--- src/shared/adb_pkg.sv ---
/*
 * Constants shared by the converter board control block: register offsets,
 * field positions, reset values and the conversion timing.
 * Assumes a 100 MHz system clock and 8-bit host registers on four select bits.
 */
package adb_pkg;

	////////////////////////////////////////////////////////////////////////////
	localparam logic [3:0] OFS_ADC_LOW = 4'h0;
	localparam logic [3:0] OFS_ADC_HIGH = 4'h1;
	localparam logic [3:0] OFS_MODE_STATUS = 4'h2;
	localparam logic [3:0] OFS_DIO = 4'h3;
	localparam logic [3:0] OFS_DAC_LOW = 4'h6;
	localparam logic [3:0] OFS_DAC_HIGH_RESET = 4'h7;

	////////////////////////////////////////////////////////////////////////////
	localparam int MODE_CLEAR_BIT = 3;
	localparam int MODE_EDGE_BIT = 6;
	localparam int MODE_ENABLE_BIT = 7;
	localparam int STAT_BUSY_BIT = 0;
	localparam int STAT_FLAG_BIT = 3;
	localparam int STAT_PIN_BIT = 6;

	////////////////////////////////////////////////////////////////////////////
	localparam logic [2:0] CHAN_RESET = 3'h0;
	localparam logic [11:0] DAC_CODE_RESET = 12'h800;
	localparam logic [7:0] DAC_LOW_RESET = 8'h00;
	localparam logic [3:0] DOUT_RESET = 4'h0;
	localparam logic [7:0] UNMAPPED_READ = 8'h00;
	localparam logic [7:0] STATUS_RESET = 8'h00;

	////////////////////////////////////////////////////////////////////////////
	localparam int CLK_PERIOD_NS = 10;
	localparam int CONV_TIME_NS = 10000;
	localparam int CONV_CYCLES = (CONV_TIME_NS + CLK_PERIOD_NS - 1) / CLK_PERIOD_NS;

endpackage

--- src/hw/adb_conv_timer.sv ---
/*
 * Conversion timer: holds the busy indication for a fixed conversion time
 * after each accepted start and pulses done when the result is ready.
 * Assumes a single clock; abort comes from the board soft reset.
 */
`timescale 1ns/100ps

module adb_conv_timer #(
	parameter int CONV_CYCLES = adb_pkg::CONV_CYCLES
) (
	input wire logic clk_in,
	input wire logic resetn_in,
	input wire logic start_in,
	input wire logic abort_in,
	output logic busy_out,
	output logic done_out
);

	localparam int CW = $clog2(CONV_CYCLES + 1);

	typedef struct packed {
		logic busy;
		logic done;
		logic [CW-1:0] count;
	} adb_tmr_s;

	adb_tmr_s st_reg;
	adb_tmr_s st_next;

	////////////////////////////////////////////////////////////////////////////
	always_comb begin
		st_next = st_reg;
		st_next.done = 1'b0;
		if (abort_in) begin
			st_next.busy = 1'b0;
			st_next.count = '0;
		end else if (st_reg.busy) begin
			if (st_reg.count == CW'(CONV_CYCLES - 1)) begin
				st_next.busy = 1'b0;
				st_next.done = 1'b1;
				st_next.count = '0;
			end else begin
				st_next.count = st_reg.count + 1'b1;
			end
		end else if (start_in) begin
			// Busy covers the whole converter time after the start.
			st_next.busy = 1'b1;
			st_next.count = '0;
		end
	end

	always_ff @(posedge clk_in or negedge resetn_in) begin
		if (!resetn_in) begin
			st_reg <= '0;
		end else begin
			st_reg <= st_next;
		end
	end

	assign busy_out = st_reg.busy;
	assign done_out = st_reg.done;

endmodule

--- src/hw/adb_board_ctrl.sv ---
/*
 * Control logic of an add-on converter board reached over a host's
 * asynchronous external memory bus: 8-channel A/D start and result, 12-bit
 * D/A code, 4-bit discrete I/O and an external interrupt with edge select.
 * Assumes all bus pins are synchronous to clk_in and strobes last at least
 * two clock cycles; the analog converter sits outside.
 * A strobe held low is taken once, so the host lets it rise for at least one
 * sampled cycle between accesses. A soft reset leaves the strobe trackers and
 * the interrupt pin history alone, so it cannot fake an access or an edge.
 */
`timescale 1ns/100ps

module adb_board_ctrl #(
	// Identification value is arbitrary.
	parameter logic [7:0] BOARD_ID = 8'hA5,
	parameter int CONV_CYCLES = adb_pkg::CONV_CYCLES
) (
	input wire logic clk_in,
	input wire logic resetn_in,
	input wire logic board_chip_enable_space_n_in,
	input wire logic [11:0] upper_host_addr_bits_in,
	input wire logic [3:0] register_select_bits_in,
	input wire logic read_strobe_n_in,
	input wire logic write_strobe_n_in,
	input wire logic [7:0] host_data_in,
	output logic [7:0] host_data_out,
	output logic host_data_oe_out,
	input wire logic [3:0] addr_switch_high_in,
	input wire logic [3:0] addr_switch_mid_in,
	input wire logic [3:0] addr_switch_low_in,
	output logic [2:0] adc_channel_out,
	output logic adc_convert_out,
	input wire logic [11:0] adc_data_in,
	output logic [11:0] dac_code_out,
	input wire logic dac_range_select_in,
	output logic dac_offset_binary_out,
	input wire logic [3:0] discrete_input_in,
	output logic [3:0] discrete_output_out,
	input wire logic output_polarity_select_in,
	input wire logic ext_irq_in,
	output logic host_irq_line_four_out
);

	typedef struct packed {
		logic rd_prev;
		logic wr_prev;
		logic rd_active;
		logic [7:0] rd_data;
		logic [2:0] adc_chan;
		logic adc_convert;
		logic [11:0] adc_result;
		logic [7:0] dac_low;
		logic [11:0] dac_code;
		logic dac_bipolar;
		logic [3:0] dout_latch;
		logic [3:0] dout_pin;
		logic edge_rising;
		logic irq_enable;
		logic irq_flag;
		logic irq_prev;
	} adb_state_s;

	localparam adb_state_s ST_RESET = '{
		rd_prev: 1'b1,
		wr_prev: 1'b1,
		rd_active: 1'b0,
		rd_data: adb_pkg::UNMAPPED_READ,
		adc_chan: adb_pkg::CHAN_RESET,
		adc_convert: 1'b0,
		adc_result: 12'h000,
		dac_low: adb_pkg::DAC_LOW_RESET,
		dac_code: adb_pkg::DAC_CODE_RESET,
		dac_bipolar: 1'b0,
		dout_latch: adb_pkg::DOUT_RESET,
		dout_pin: adb_pkg::DOUT_RESET,
		edge_rising: 1'b0,
		irq_enable: 1'b0,
		irq_flag: 1'b0,
		irq_prev: 1'b0
	};

	adb_state_s st_reg;
	adb_state_s st_next;

	logic selected;
	logic rd_start;
	logic wr_start;
	logic start_ok;
	logic soft_reset;
	logic irq_event;
	logic conv_busy;
	logic conv_done;
	logic [7:0] status_byte;
	logic [7:0] read_mux;

	////////////////////////////////////////////////////////////////////////////
	// Conversion timing lives in its own module so the busy window is one count.

	adb_conv_timer #(
		.CONV_CYCLES(CONV_CYCLES)
	) u_conv_timer (
		.clk_in(clk_in),
		.resetn_in(resetn_in),
		.start_in(start_ok),
		.abort_in(soft_reset),
		.busy_out(conv_busy),
		.done_out(conv_done)
	);

	////////////////////////////////////////////////////////////////////////////
	// Bus decode. An access is taken once, on the cycle its strobe is first seen
	// low, so a long host strobe cannot repeat a side effect.

	always_comb begin
		selected = !board_chip_enable_space_n_in
			&& (upper_host_addr_bits_in ==
			{addr_switch_high_in, addr_switch_mid_in, addr_switch_low_in});
		rd_start = selected && st_reg.rd_prev && !read_strobe_n_in;
		wr_start = selected && st_reg.wr_prev && !write_strobe_n_in;
		// A second start during a conversion is ignored so the multiplexer stays put.
		start_ok = wr_start && (register_select_bits_in == adb_pkg::OFS_ADC_LOW)
			&& !conv_busy;
		soft_reset = rd_start
			&& (register_select_bits_in == adb_pkg::OFS_DAC_HIGH_RESET);
		if (st_reg.edge_rising) begin
			irq_event = ext_irq_in && !st_reg.irq_prev;
		end else begin
			irq_event = !ext_irq_in && st_reg.irq_prev;
		end
		irq_event = irq_event && st_reg.irq_enable;
	end

	always_comb begin
		status_byte = adb_pkg::STATUS_RESET;
		status_byte[adb_pkg::STAT_BUSY_BIT] = conv_busy;
		status_byte[adb_pkg::STAT_FLAG_BIT] = st_reg.irq_flag;
		status_byte[adb_pkg::STAT_PIN_BIT] = ext_irq_in;
	end

	always_comb begin
		unique case (register_select_bits_in)
			adb_pkg::OFS_ADC_LOW: begin
				read_mux = st_reg.adc_result[7:0];
			end
			adb_pkg::OFS_ADC_HIGH: begin
				read_mux = {4'h0, st_reg.adc_result[11:8]};
			end
			adb_pkg::OFS_MODE_STATUS: begin
				read_mux = status_byte;
			end
			adb_pkg::OFS_DIO: begin
				read_mux = {4'h0, discrete_input_in};
			end
			adb_pkg::OFS_DAC_HIGH_RESET: begin
				read_mux = BOARD_ID;
			end
			default: begin
				read_mux = adb_pkg::UNMAPPED_READ;
			end
		endcase
	end

	////////////////////////////////////////////////////////////////////////////
	// Next state.

	always_comb begin
		st_next = st_reg;
		st_next.rd_prev = read_strobe_n_in;
		st_next.wr_prev = write_strobe_n_in;
		st_next.irq_prev = ext_irq_in;
		st_next.adc_convert = start_ok;

		// Read data is captured once and held while the strobe stays low.
		if (rd_start) begin
			st_next.rd_data = read_mux;
			st_next.rd_active = 1'b1;
		end else if (read_strobe_n_in || board_chip_enable_space_n_in) begin
			st_next.rd_active = 1'b0;
		end

		if (start_ok) begin
			st_next.adc_chan = host_data_in[2:0];
		end
		if (conv_done) begin
			// The converter hands over offset binary; it is stored unchanged.
			st_next.adc_result = adc_data_in;
		end

		if (wr_start) begin
			unique case (register_select_bits_in)
				adb_pkg::OFS_MODE_STATUS: begin
					st_next.edge_rising = host_data_in[adb_pkg::MODE_EDGE_BIT];
					st_next.irq_enable = host_data_in[adb_pkg::MODE_ENABLE_BIT];
					if (host_data_in[adb_pkg::MODE_CLEAR_BIT]) begin
						st_next.irq_flag = 1'b0;
					end
				end
				adb_pkg::OFS_DIO: begin
					st_next.dout_latch = host_data_in[3:0];
				end
				adb_pkg::OFS_DAC_LOW: begin
					st_next.dac_low = host_data_in;
				end
				adb_pkg::OFS_DAC_HIGH_RESET: begin
					// Only the high write updates the converter, so low goes first.
					st_next.dac_code = {host_data_in[3:0], st_reg.dac_low};
				end
				default: begin
					// Start is handled above; other offsets ignore writes.
				end
			endcase
		end

		// An event in the clearing cycle still sets the flag.
		if (irq_event) begin
			st_next.irq_flag = 1'b1;
		end

		// Interpretation of the code follows the range switch.
		st_next.dac_bipolar = dac_range_select_in;
		if (output_polarity_select_in) begin
			st_next.dout_pin = st_next.dout_latch;
		end else begin
			st_next.dout_pin = ~st_next.dout_latch;
		end

		if (soft_reset) begin
			// All but the bus trackers, read data, range bit and pin history return to reset values.
			st_next.adc_chan = ST_RESET.adc_chan;
			st_next.adc_convert = ST_RESET.adc_convert;
			st_next.adc_result = ST_RESET.adc_result;
			st_next.dac_low = ST_RESET.dac_low;
			st_next.dac_code = ST_RESET.dac_code;
			st_next.dout_latch = ST_RESET.dout_latch;
			st_next.edge_rising = ST_RESET.edge_rising;
			st_next.irq_enable = ST_RESET.irq_enable;
			st_next.irq_flag = ST_RESET.irq_flag;
			if (output_polarity_select_in) begin
				st_next.dout_pin = ST_RESET.dout_latch;
			end else begin
				st_next.dout_pin = ~ST_RESET.dout_latch;
			end
		end
	end

	always_ff @(posedge clk_in or negedge resetn_in) begin
		if (!resetn_in) begin
			st_reg <= ST_RESET;
		end else begin
			st_reg <= st_next;
		end
	end

	////////////////////////////////////////////////////////////////////////////
	// Outputs.

	assign host_data_out = st_reg.rd_data;
	assign host_data_oe_out = st_reg.rd_active;
	assign adc_channel_out = st_reg.adc_chan;
	assign adc_convert_out = st_reg.adc_convert;
	assign dac_code_out = st_reg.dac_code;
	assign dac_offset_binary_out = st_reg.dac_bipolar;
	assign discrete_output_out = st_reg.dout_pin;
	assign host_irq_line_four_out = st_reg.irq_flag;

endmodule

--- config.mk ---
export PLATFORM = sky130hd
export DESIGN_NAME = adb_board_ctrl
export DESIGN_NICKNAME = d
export VERILOG_FILES = /design/src/shared/adb_pkg.sv /design/src/hw/adb_conv_timer.sv /design/src/hw/adb_board_ctrl.sv
export SDC_FILE = /design/constraint.sdc
export NUM_CORES = 1
export LEC_CHECK = 0
export BUFFER_PORTS_ARGS = -buffer_cell sky130_fd_sc_hd__buf_2
export CORE_ASPECT_RATIO = 1.75
export CORE_MARGIN = 5
export CORE_UTILIZATION = 45
export CTS_BUF_LIST = sky130_fd_sc_hd__clkbuf_4
export DETAILED_ROUTE_END_ITERATION = 10
export GPL_TIMING_DRIVEN = 1
export PLACE_DENSITY = 0.77
export SLEW_MARGIN = 20
export SYNTH_ARGS = -nofsm -noshare
export SYNTH_HDL_FRONTEND = slang
export SYNTH_SLANG_ARGS = --single-unit
--- constraint.sdc ---
create_clock -name clk_in -period 1.65 [get_ports clk_in]
set_input_delay 0.495 -clock clk_in [delete_from_list [all_inputs] [get_ports clk_in]]
set_output_delay 0.495 -clock clk_in [all_outputs]
set_load 0.05 [all_outputs]
==> summary.md, run 1 <==
| Metric | Value |
|---|---|
| Met3 WL | `642 um` |
| Post-Place Cell Area | `0.004691 mm^2` |
| Dpl cells | `574` |
| Final WS setup | `-0.1731 ns` |
| Clock Power Share | `0.394` |
| Die footprint | `0.01022 mm^2` |
| Maximum clock rate | `548.5 MHz` |
| Io pins | `91` |
| Vias per inst | `5.603` |
| Synth top area share | `0.4657` |
| Worst stage delay on the critical path | `0.36 ns` |
| Tmin final | `1.823 ns` |
| Net Count, Synth | `431` |
| Most common cell after layout, fill and taps aside | `buf_2` |
| Asr flop ratio synth | `1.000` |
| Post-synth cell types | `52` |
| Max layer used | `met4` |
| Met1 WL | `3930 um` |
| Global-route wire length before repair | `16370 um` |
| Max Root-Sink Buffers | `2` |
| Tot Pwr | `3.588 mW` |
| Status | `finished, violations left` |
| Cell area after layout | `0.005537 mm^2` |
| Post-route clock period utilization | `1.105` |
| Drt first pass iters | `4` |
| Std cell rows | `43` |
| Initial antenna violation count | `1` |
| Synth area leader | `dfrtp_1` |
| Final #Nets | `577` |
| Worst EP required | `1.97 ns` |
| Max-slew violations | `0` |
| Final setup vio count | `64` |
| Flop pwr share | `0.496` |
| Gate Count Post-Synth | `370` |
| Met2 WL | `6270 um` |
| Vias | `3429` |
| Synth area leaders | `dfrtp_1 (47%), mux2i_1 (7.8%), buf_4 (5.9%)` |
| Cell Pwr Density | `648.0 mW/mm^2` |
| Final core utilization | `0.6907` |
| Post-synth EDFFs | `0` |
| Gr usage total | `0.2057` |
| Worst-path fanout max | `8` |
| Seq cells post-synth | `72` |
| Area grow syn2layout | `49.34%` |
| RSZ-0062 raised after global routing | `yes` |
| Die width | `78.61 um` |
| Max reg flops | `29` |
| Largest net degree at the start of global routing | `26` |
| Vias in the first global route | `3622` |
| Combinational share of power | `0.110` |
| GRT Residual Overflow | `0` |
| Fill count | `529` |
| Worst path arrival time | `2.15 ns` |
| Drt first-iter violations | `240` |
| RD Place Congestion | `0.8569` |
| WL/cell | `18.60 um` |
| Worst reg2reg path depth | `9` |
| Clock-pin slew on the worst setup and hold paths | `0.12 ns` |
| Critical path class | `in2reg` |
| Failing checks | `negative setup slack` |
| TritonCTS Buffers | `9` |
| Final setup TNS | `-6.654 ns` |
| Slowest library cell on the worst path | `nor4_4` |
| Root buffer cell | `clkbuf_4` |
| Worst-Margin Slew | `0.4358 ns` |
| Hold path depth | `1` |
| Die H | `130.1 um` |
| Worst Skew | `0.02139 ns` |
| P_sw | `849.0 uW` |
| TritonCTS clock tree | `done` |
| Final hold vios | `0` |
| MaxCap Viol Count | `0` |
| Post-route ant nets | `0` |
| Dpl ws | `-0.6839 ns` |
| Share of layout cells above drive strength 1 | `0.5202` |
| Layout Cells excl Fill | `612` |
| Sequential area share after synthesis | `0.4870` |
| Max H-tree Level | `3` |
| Most frequent cells in the layout | `buf_2 (85), dfrtp_1 (69), buf_4 (58), nand2_1 (39), mux2i_1 (27)` |
| Crit path cell chain | `buf_8, xor2_4, nor4_4, nand2_4, buf_6, nor3_4, buf_12, mux2i_2, nor2_1` |
| Final wirelength | `11380 um` |
| Post-DP HPWL | `7184 um` |
| Clk_lat worst skew | `0.43 ns` |
| PortBufs | `90` |
| Sw Share | `0.2366` |
| Ys Warns | `0` |
| Maximum VDD drop | `626.7 uV` |
| Core ar. | `0.008016 mm^2` |
| Avg Inst Size Synth | `10.02 um^2` |
| # DRC | `0` |
| CP endpoint kind | `flip-flop` |
| Slew HR | `0.7070` |
| P_leak | `2.658 nW` |
| Sink Count | `72` |
| Cell Area, Synth | `0.003707 mm^2` |
| Int Power | `2.739 mW` |
| Main synth FF type | `dfrtp_1` |
| Critical Path Start Type | `input port` |
| Initial Util | `0.4625` |
| Hold slack | `0.1613 ns` |
| HP Class | `in2reg` |
worst paths after layout:
path	startpoint	end	slack, ns
hold reg to reg	host_data_oe_out$_DFFE_PN0P_	host_data_oe_out$_DFFE_PN0P_	0.50
max in group asynchronous	resetn_in	st_reg[59]$_DFF_PN1_	0.58
min in group asynchronous	resetn_in	st_reg[40]$_DFFE_PN0P_	0.51
hold / removal	dac_range_select_in	dac_offset_binary_out$_DFF_PN0_	0.16
setup reg to reg	u_conv_timer.st_reg[0]$_DFFE_PN0P_	u_conv_timer.st_reg[2]$_DFFE_PN0P_	-0.17
setup / recovery	upper_host_addr_bits_in[2]	st_reg[25]$_DFFE_PN0P_	-0.17
per-layer routing:
metal	vias up	global-route usage
met5	-	0
met3	47	0.04213
li1	1548	-
met4	0	0.1277
met1	1676	0.2155
met2	158	0.3721
worst max-delay path, delay by kind of cell:
family,cells,cell delay (ns)
and+or+nand+nor,4,0.80
xor gates and xnor gates,1,0.18
buffers and inverters,3,0.44
muxes,1,0.24
cell type report:
cell class | instances | area (um^2) | area share
multi-input combinational | 250 | 2059 | 0.3720
sequential | 72 | 1805 | 0.3261
timing repair buffer | 177 | 1351 | 0.2441
tap | 90 | 112.6 | 0.02034
clock inverter | 6 | 107.6 | 0.01943
clock buffer | 10 | 75.07 | 0.01356
inverter | 6 | 22.52 | 0.004068
antenna | 1 | 2.502 | 0.0004520
logic make-up after synthesis:
family                     count (synthesis)  share of synthesized area
AOI/OAI and AO/OA                         61                     0.1107
xor gates and xnor gates                  13                    0.03071
adders and majority gates                  1                   0.003374
buffers and inverters                     49                    0.08235
DFF                                       72                     0.4870
muxes                                     30                    0.08437
and+or+nand+nor                          144                     0.2015
cell usage after synthesis, drive strengths merged (5+ instances only):
cell and number:
dfrtp 69, nand2 44, buf 36, nor2 36, mux2i 29, o21ai 27, nand3 15, a21oi 10
nor3 9, clkbuf 7, nor2b 7, xor2 7, a21o 6, inv 6, nand2b 6, xnor2 6
nor4 5
what timing repair did:
action,4_1_cts,5_1_grt
pin swaps,22,25
setup buffers,9,9
hold endpoints to repair,10,0
setup endpoints to repair,67,63
gates resized for setup,43,68
hold buffers,1,0
gates cloned,1,3
power by group through the flow:
stage	Clock (mW)	Combinational (mW)	Sequential, mW
6_report	1.41	0.394	1.78
3_3_place_gp	0	0.343	1.81
4_1_cts	1.43	0.373	1.78
5_1_grt	1.50	0.426	1.78
2_1_floorplan	0	0.132	1.82
3_5_place_dp	0	0.353	1.81
Note: power is estimated with default switching activity, not from simulation.
==> run 2: changes to the inputs <==
--- a/config.mk
+++ b/config.mk
@@ -5,14 +5,14 @@
 export SDC_FILE = /design/constraint.sdc
 export NUM_CORES = 1
 export LEC_CHECK = 0
-export BUFFER_PORTS_ARGS = -buffer_cell sky130_fd_sc_hd__buf_2
 export CORE_ASPECT_RATIO = 1.75
 export CORE_MARGIN = 5
 export CORE_UTILIZATION = 45
 export CTS_BUF_LIST = sky130_fd_sc_hd__clkbuf_4
 export DETAILED_ROUTE_END_ITERATION = 10
+export DONT_BUFFER_PORTS = 1
 export GPL_TIMING_DRIVEN = 1
-export PLACE_DENSITY = 0.77
+export PLACE_DENSITY = 0.67
 export SLEW_MARGIN = 20
 export SYNTH_ARGS = -nofsm -noshare
 export SYNTH_HDL_FRONTEND = slang
==> run 2 against run 1 <==
Against the previous run: flip-flop and latch count did not move; count of clock-buffer cells in the layout unchanged; total power is 14% lower; cell area is 14% lower; first-iteration DRC count decreased by 51%; largest cell class unchanged; worst setup slack improved by 0.071 ns; cell count is 19% lower; worst hold slack got worse by 0.42 ns; critical path depth did not move; the run ends with negative hold slack, negative setup slack left; core utilization down 9.5 points; routed wire length shrank 20%; largest power group unchanged.
==> summary.md, run 2 (same netlist as run 1, synthesis figures left out) <==
| Metric | Value |
|---|---|
| WL/cell | `18.46 um (-0.75%)` |
| Sink Count | `72 (unchanged)` |
| Die width | `78.61 um (unchanged)` |
| Failing checks | `negative hold slack, negative setup slack` |
| Post-DP HPWL | `6415 um (-11%)` |
| Flop pwr share | `0.586 (+0.090)` |
| Maximum clock rate | `570.9 MHz (+4.1%)` |
| Fill count | `641 (+21%)` |
| Max reg flops | `29 (unchanged)` |
| Io pins | `91 (unchanged)` |
| Max-slew violations | `0 (unchanged)` |
| TritonCTS Buffers | `9 (unchanged)` |
| RD Place Congestion | `0.8140 (-5.0%)` |
| Worst path arrival time | `2.07 ns (-0.08 ns)` |
| Worst reg2reg path endpoint | `u_conv_timer.st_reg[5]$_DFFE_PN0P_` |
| Largest net degree at the start of global routing | `73 (+180%)` |
| FF-to-FF Start | `u_conv_timer.st_reg[1]$_DFFE_PN0P_` |
| Area grow syn2layout | `28.86%` |
| Critical Path Start Type | `flip-flop` |
| Status | `finished, violations left` |
| Worst EP required | `1.97 ns (about the same)` |
| Int Power | `2.341 mW (-15%)` |
| Post-route clock period utilization | `1.062 (-0.04328)` |
| Max H-tree Level | `3 (unchanged)` |
| Final hold vios | `72 (+72)` |
| Combinational share of power | `0.053 (-0.057)` |
| Sw Share | `0.2399 (+0.003235)` |
| Drt first-iter violations | `117 (-51%)` |
| CP endpoint kind | `flip-flop` |
| Initial antenna violation count | `0 (-1)` |
| P_leak | `2.064 nW (-22%)` |
| Std cell rows | `43 (unchanged)` |
| Worst reg2reg path depth | `9 (unchanged)` |
| # DRC | `0 (unchanged)` |
| Vias per inst | `5.536 (-1.2%)` |
| Post-route ant nets | `0 (unchanged)` |
| Clock Power Share | `0.361 (-0.033)` |
| Worst-path fanout max | `11 (+3)` |
| Clk_lat worst skew | `0.43 ns (about the same)` |
| Most frequent cells in the layout | `dfrtp_1 (63), nand2_1 (42), buf_4 (41), mux2i_1 (27), nor2_1 (17)` |
| Die footprint | `0.01022 mm^2 (unchanged)` |
| Dpl ws | `-0.5154 ns (+0.1685 ns)` |
| Vias in the first global route | `2871 (-21%)` |
| PortBufs | `0 (-100%)` |
| Drt first pass iters | `5 (+1)` |
| P_sw | `738.8 uW (-13%)` |
| Worst Skew | `0.01071 ns (-0.01068 ns)` |
| Critical path class | `reg2reg` |
| Initial Util | `0.4625 (unchanged)` |
| Share of layout cells above drive strength 1 | `0.4039 (-0.1162)` |
| Maximum VDD drop | `630.7 uV (+0.65%)` |
| Tmin final | `1.752 ns (-0.07141 ns)` |
| Slew HR | `0.6562 (-0.05084)` |
| TritonCTS clock tree | `done` |
| Final setup vio count | `40 (-38%)` |
| Post-Place Cell Area | `0.004113 mm^2 (-12%)` |
| MaxCap Viol Count | `0 (unchanged)` |
| Max Root-Sink Buffers | `2 (unchanged)` |
| Final #Nets | `462 (-20%)` |
| Antenna Cells | `0 (-1)` |
| GRT Residual Overflow | `0 (unchanged)` |
| Reg2Reg Setup Slack | `-0.10 ns (+0.07 ns)` |
| Global-route wire length before repair | `14220 um (-13%)` |
| RSZ-0062 raised after global routing | `yes` |
| Final WS setup | `-0.1017 ns (+0.07141 ns)` |
| Most common cell after layout, fill and taps aside | `dfrtp_1` |
| Final wirelength | `9155 um (-20%)` |
| Cell Pwr Density | `644.7 mW/mm^2 (-0.50%)` |
| Cell area after layout | `0.004777 mm^2 (-14%)` |
| Worst-Margin Slew | `0.5157 ns (+0.07989 ns)` |
| Core ar. | `0.008016 mm^2 (unchanged)` |
| HP Class | `in2async` |
| Clock-pin slew on the worst setup and hold paths | `0.12 ns (about the same)` |
| Vias | `2746 (-20%)` |
| Root buffer cell | `clkbuf_4` |
| Hold slack | `-0.2595 ns (-0.4208 ns)` |
| Die H | `130.1 um (unchanged)` |
| Gr usage total | `0.1815 (-0.02422)` |
run 2: cell type report:
| cell class | instances | area, um^2 | share of cell area |
|---|---|---|---|
| timing repair buffer | 63 | 653.1 | 0.1367 |
| inverter | 6 | 22.52 | 0.004715 |
| multi-input combinational | 249 | 2042 | 0.4274 |
| clock buffer | 10 | 75.07 | 0.01572 |
| sequential | 72 | 1813 | 0.3795 |
| clock inverter | 6 | 58.81 | 0.01231 |
| tap | 90 | 112.6 | 0.02357 |
run 2: power groups by stage:
stage               clock, mW  combinational (mW)  sequential (mW)
floorplan                   0               0.132             1.82
global placement            0               0.139             1.84
detailed placement          0               0.142             1.84
CTS                      1.15               0.150             1.80
global route             1.23               0.175             1.81
finish                   1.11               0.163             1.80
run 2: how the worst max path moves through the flow:
stage | from | endpoint | slack [ns] | depth (start not counted)
floorplan | addr_switch_low_in[2] | host_data_out[0]$_DFFE_PN0P_ | -0.46 | 7
global placement | addr_switch_low_in[2] | host_data_out[7]$_DFFE_PN0P_ | -0.47 | 6
detailed placement | addr_switch_mid_in[1] | st_reg[3]$_DFFE_PN0P_ | -0.52 | 8
CTS | st_reg[58]$_DFF_PN1_ | discrete_output_out[0]$_DFF_PN0_ | -0.08 | 6
global route | u_conv_timer.st_reg[1]$_DFFE_PN0P_ | u_conv_timer.st_reg[7]$_DFFE_PN0P_ | -0.20 | 9
finish | u_conv_timer.st_reg[1]$_DFFE_PN0P_ | u_conv_timer.st_reg[5]$_DFFE_PN0P_ | -0.10 | 9
run 2: critical path, stage by stage (launching register included):
cell      delay, ns
dfrtp_1        0.40
ha_1           0.18
nand4b_1       0.12
nor4_2         0.18
buf_4          0.18
nor2b_4        0.04
o31ai_4        0.06
buf_12         0.17
nor3_1         0.05
a211o_1        0.26
run 2: what timing repair did:
action,4_1_cts,5_1_grt
setup buffers,3,8
gates resized for setup,42,57
pin swaps,11,27
gates cloned,1,2
endpoints found under the setup margin,53,57
hold endpoints to repair,72,72
run 2: metal layers:
metal	vias to the layer above	global-route usage	share of wire
met2	63	0.3275	0.57
met4	0	0.09063	0.027
met1	1338	0.1904	0.36
met5	-	0	0
met3	18	0.05249	0.050
li1	1327	-	-
run 2: per-stage QoR:
stage	hold WS [ns]	cells	util	TNS, ns	total power, mW
2_1_floorplan	0.1994	370	-	-21.84	1.950
3_3_place_gp	0.2022	467	0.5130	-25.81	1.977
3_5_place_dp	0.2026	467	0.5130	-28.13	1.980
4_1_cts	-0.3012	487	0.5560	-1.306	3.102
5_1_grt	-0.3102	496	0.5959	-4.854	3.212
6_report	-0.2595	496	0.5959	-1.985	3.080
==> run 3: changes to the inputs <==
--- a/config.mk
+++ b/config.mk
@@ -16,4 +16,5 @@
 export SLEW_MARGIN = 20
 export SYNTH_ARGS = -nofsm -noshare
 export SYNTH_HDL_FRONTEND = slang
+export SYNTH_HIERARCHICAL = 1
 export SYNTH_SLANG_ARGS = --single-unit
==> run 3 against run 2 <==
Against the previous run: the run still ends with negative hold slack, negative setup slack left; total power down 1.8%; maximum frequency fell by 17%; cell count decreased by 5.8%; area after synthesis down 1.0%.
==> summary.md, run 3 <==
| Metric | Value |
|---|---|
| Status | `finished, violations left` |
| Failing checks | `negative hold slack, negative setup slack` |
| Cell Area, Synth | `0.003669 mm^2 (-1.0%)` |
| Simple-gate share of the synthesized area | `0.1654 (-0.03607)` |
| Ys Warns | `6 (+6)` |
| Synth area leaders | `dfrtp_1 (47%), mux2i_1 (7.4%), buf_4 (6.1%)` |
| P_leak | `2.059 nW (-0.24%)` |
| Worst Skew | `0.02319 ns (+0.01248 ns)` |
| Dpl cells | `431 (-7.7%)` |
| Maximum VDD drop | `389.0 uV (-38%)` |
| Core ar. | `0.007963 mm^2 (-0.67%)` |
| Slowest library cell on the worst path | `or4_1` |
| Max Root-Sink Buffers | `2 (unchanged)` |
| Most frequent cells in the layout | `dfrtp_1 (69), buf_4 (40), nand2_1 (27), mux2i_1 (27), nor2_1 (25)` |
| Post-synth EDFFs | `0 (unchanged)` |
| Crit path launch | `addr_switch_mid_in[2]` |
| P_sw | `684.7 uW (-7.3%)` |
| Max H-tree Level | `3 (unchanged)` |
| Sequential area share after synthesis | `0.4922 (+0.005149)` |
| Final wirelength | `8884 um (-3.0%)` |
| HP Class | `in2async` |
| Post-route clock period utilization | `1.273 (+0.2118)` |
| Worst path arrival time | `2.46 ns (+0.39 ns)` |
| Post-synthesis mux area share | `0.1166 (+0.03227)` |
| Final hold vios | `72 (unchanged)` |
| Seq cells post-synth | `72 (unchanged)` |
| Final core utilization | `0.5515 (-0.04437)` |
| Int Power | `2.340 mW (about the same)` |
| Vias | `2677 (-2.5%)` |
| Worst-path fanout max | `5 (-6)` |
| Root buffer cell | `clkbuf_4` |
| Sink Count | `72 (unchanged)` |
| Post-Place Cell Area | `0.003800 mm^2 (-7.6%)` |
| GRT Residual Overflow | `0 (unchanged)` |
| Tmin final | `2.101 ns (+0.3494 ns)` |
| Vias in the first global route | `2846 (-0.87%)` |
| Synth top cells by count | `dfrtp_1 (69), buf_4 (30), mux2i_1 (27), nand2_1 (27), nor2_1 (25)` |
| Fill count | `670 (+4.5%)` |
| Post-synth cell types | `50 (-3.8%)` |
| Largest family of logic cells by synthesized area | `simple AND/OR/NAND/NOR gates` |
| Synth top area share | `0.4707 (+0.004924)` |
| Final #Nets | `433 (-6.3%)` |
| # DRC | `0 (unchanged)` |
| Crit path cell chain | `xor2_4, nor4_4, and2_4, nand2_4, nor4b_4, buf_4, o311ai_4, or4_1, a22oi_2` |
| Largest net degree at the start of global routing | `73 (unchanged)` |
| Combinational share of power | `0.045 (-0.008)` |
| Post-synthesis xor/xnor area fraction | `0.03342 (+0.002712)` |
| TritonCTS clock tree | `done` |
| Post-Synth Adder-Cell Area | `0.003411 (+0.00003568)` |
| Initial Util | `0.4607 (-0.001747)` |
| Gr usage total | `0.1783 (-0.003188)` |
| Drt first-iter violations | `180 (+54%)` |
| Critical Path Start Type | `input port` |
| TritonCTS Buffers | `9 (unchanged)` |
| Compound-Gate Fraction of Synth Area | `0.1003 (-0.01043)` |
| PortBufs | `0 (unchanged)` |
| Clock-pin slew on the worst setup and hold paths | `0.12 ns (about the same)` |
| Die footprint | `0.01013 mm^2 (-0.94%)` |
| Net Count, Synth | `407 (-5.6%)` |
| Share of layout cells above drive strength 1 | `0.3289 (-0.07503)` |
| RD Place Congestion | `0.7767 (-4.6%)` |
| CP endpoint kind | `flip-flop` |
| Post-route ant nets | `0 (unchanged)` |
| Main synth FF type | `dfrtp_1` |
| Synth area leader | `dfrtp_1` |
| Die width | `78.25 um (-0.46%)` |
| Gate Count Post-Synth | `346 (-6.5%)` |
| WL/cell | `19.02 um (+3.1%)` |
| Clock Power Share | `0.357 (-0.004)` |
| Initial antenna violation count | `0 (unchanged)` |
| Cell area after layout | `0.004392 mm^2 (-8.1%)` |
| FF-to-FF Start | `st_reg[58]$_DFF_PN1_` |
| Maximum clock rate | `475.9 MHz (-17%)` |
| Met3 WL | `541 um (+17%)` |
| Clk_lat worst skew | `0.43 ns (about the same)` |
| Vias per inst | `5.732 (+3.5%)` |
| Asr flop ratio synth | `1.000 (unchanged)` |
| Post-DP HPWL | `6079 um (-5.2%)` |
| Area grow syn2layout | `19.71%` |
| MaxCap Viol Count | `0 (unchanged)` |
| Cell Pwr Density | `688.6 mW/mm^2 (+6.8%)` |
| Global-route wire length before repair | `13940 um (-2.0%)` |
| Worst stage delay on the critical path | `0.54 ns (+0.14 ns)` |
| Critical path class | `in2reg` |
| Slew HR | `0.6489 (-0.007300)` |
| Max reg flops | `29 (unchanged)` |
| Met1 WL | `3228 um (-0.77%)` |
| Most frequent cell after synthesis | `dfrtp_1` |
| Die H | `129.4 um (-0.48%)` |
| RSZ-0062 raised after global routing | `yes` |
| Hold slack | `-0.2607 ns (-0.001131 ns)` |
| Max-slew violations | `0 (unchanged)` |
| Worst-Margin Slew | `0.5196 ns (+0.003866 ns)` |
| Avg Inst Size Synth | `10.60 um^2 (+5.8%)` |
| Final WS setup | `-0.4511 ns (-0.3494 ns)` |
| Max layer used | `met4` |
| Final setup vio count | `39 (-2.5%)` |
| Most common cell after layout, fill and taps aside | `dfrtp_1` |
| Layout Cells excl Fill | `467 (-5.8%)` |
| Flop pwr share | `0.597 (+0.011)` |
| Sw Share | `0.2264 (-0.01347)` |
| Drt first pass iters | `4 (-1)` |
| Worst EP required | `2.01 ns (+0.04 ns)` |
| Antenna Cells | `0 (unchanged)` |
| Io pins | `91 (unchanged)` |
| Std cell rows | `43 (unchanged)` |
| Met2 WL | `4898 um (-5.6%)` |
==> run 3: area by class of cell <==
| cell class | instances | area, um^2 | share of cell area |
|---|---|---|---|
| inverters | 12 | 45.04 | 0.01026 |
| well taps | 90 | 112.6 | 0.02564 |
| clock inverters | 5 | 50.05 | 0.01140 |
| clock buffers | 11 | 82.58 | 0.01880 |
| flip-flops and latches | 72 | 1809 | 0.4120 |
| multi-input cells | 222 | 1760 | 0.4009 |
| repair buffers | 55 | 531.8 | 0.1211 |
==> run 3: stage by stage <==
stage / setup slack, ns / total power, mW / setup TNS [ns]
global route: -0.5185 / 3.146 / -8.549
detailed placement: -0.9353 / 1.946 / -33.73
CTS: -0.3902 / 3.028 / -4.133
floorplan: -1.022 / 1.928 / -24.06
global placement: -0.8834 / 1.944 / -33.01
finish: -0.4511 / 3.024 / -5.697
==> run 3: logic make-up after synthesis <==
logic type | Yosys count
DFF | 72
xor gates and xnor gates | 14
and+or+nand+nor | 111
muxes | 40
AOI/OAI and AO/OA | 55
buffers and inverters | 53
adders and majority gates | 1
==> run 3: worst paths after layout <==
| check | to | slack [ns] | cells past startpoint |
|---|---|---|---|
| max | u_conv_timer/st_reg[9]$_DFFE_PN0P_ | -0.45 | 9 |
| max in group asynchronous | dac_code_out[11]$_DFFE_PN1P_ | 1.70 | 0 |
| min | host_data_out[1]$_DFFE_PN0P_ | -0.26 | 0 |
| min reg2reg | u_conv_timer/st_reg[1]$_DFFE_PN0P_ | 0.53 | 2 |
| max reg2reg | u_conv_timer/st_reg[9]$_DFFE_PN0P_ | -0.31 | 6 |
| min in group clk_in | st_reg[59]$_DFF_PN1_ | 0.04 | 0 |
==> run 3: power groups by stage <==
stage          clock network (mW)  registers, mW  logic (mW)
2_1_floorplan                   0           1.82       0.110
3_3_place_gp                    0           1.84       0.104
3_5_place_dp                    0           1.84       0.106
4_1_cts                      1.11           1.81       0.113
5_1_grt                      1.19           1.81       0.150
6_report                     1.08           1.81       0.137
==> run 3: per-layer routing <==
layer	vias to the layer above	GRT usage
met5	-	0
met1	1327	0.1883
li1	1253	-
met3	18	0.05633
met4	0	0.07518
met2	79	0.3242
==> run 3: worst max-delay path: cells and delay by family <==
kind | cells | cell delay, ns
and+or+nand+nor | 5 | 1.34
buffers and inverters | 1 | 0.19
xor gates and xnor gates | 1 | 0.17
AOI/OAI and AO/OA | 2 | 0.28
==> run 3: timing repair <==
item,4_1_cts,5_1_grt
endpoints found under the setup margin,40,37
endpoints found under the hold margin,72,72
buffers inserted,13,11
cloned,1,2
pin swaps,16,13
resized for setup,32,33
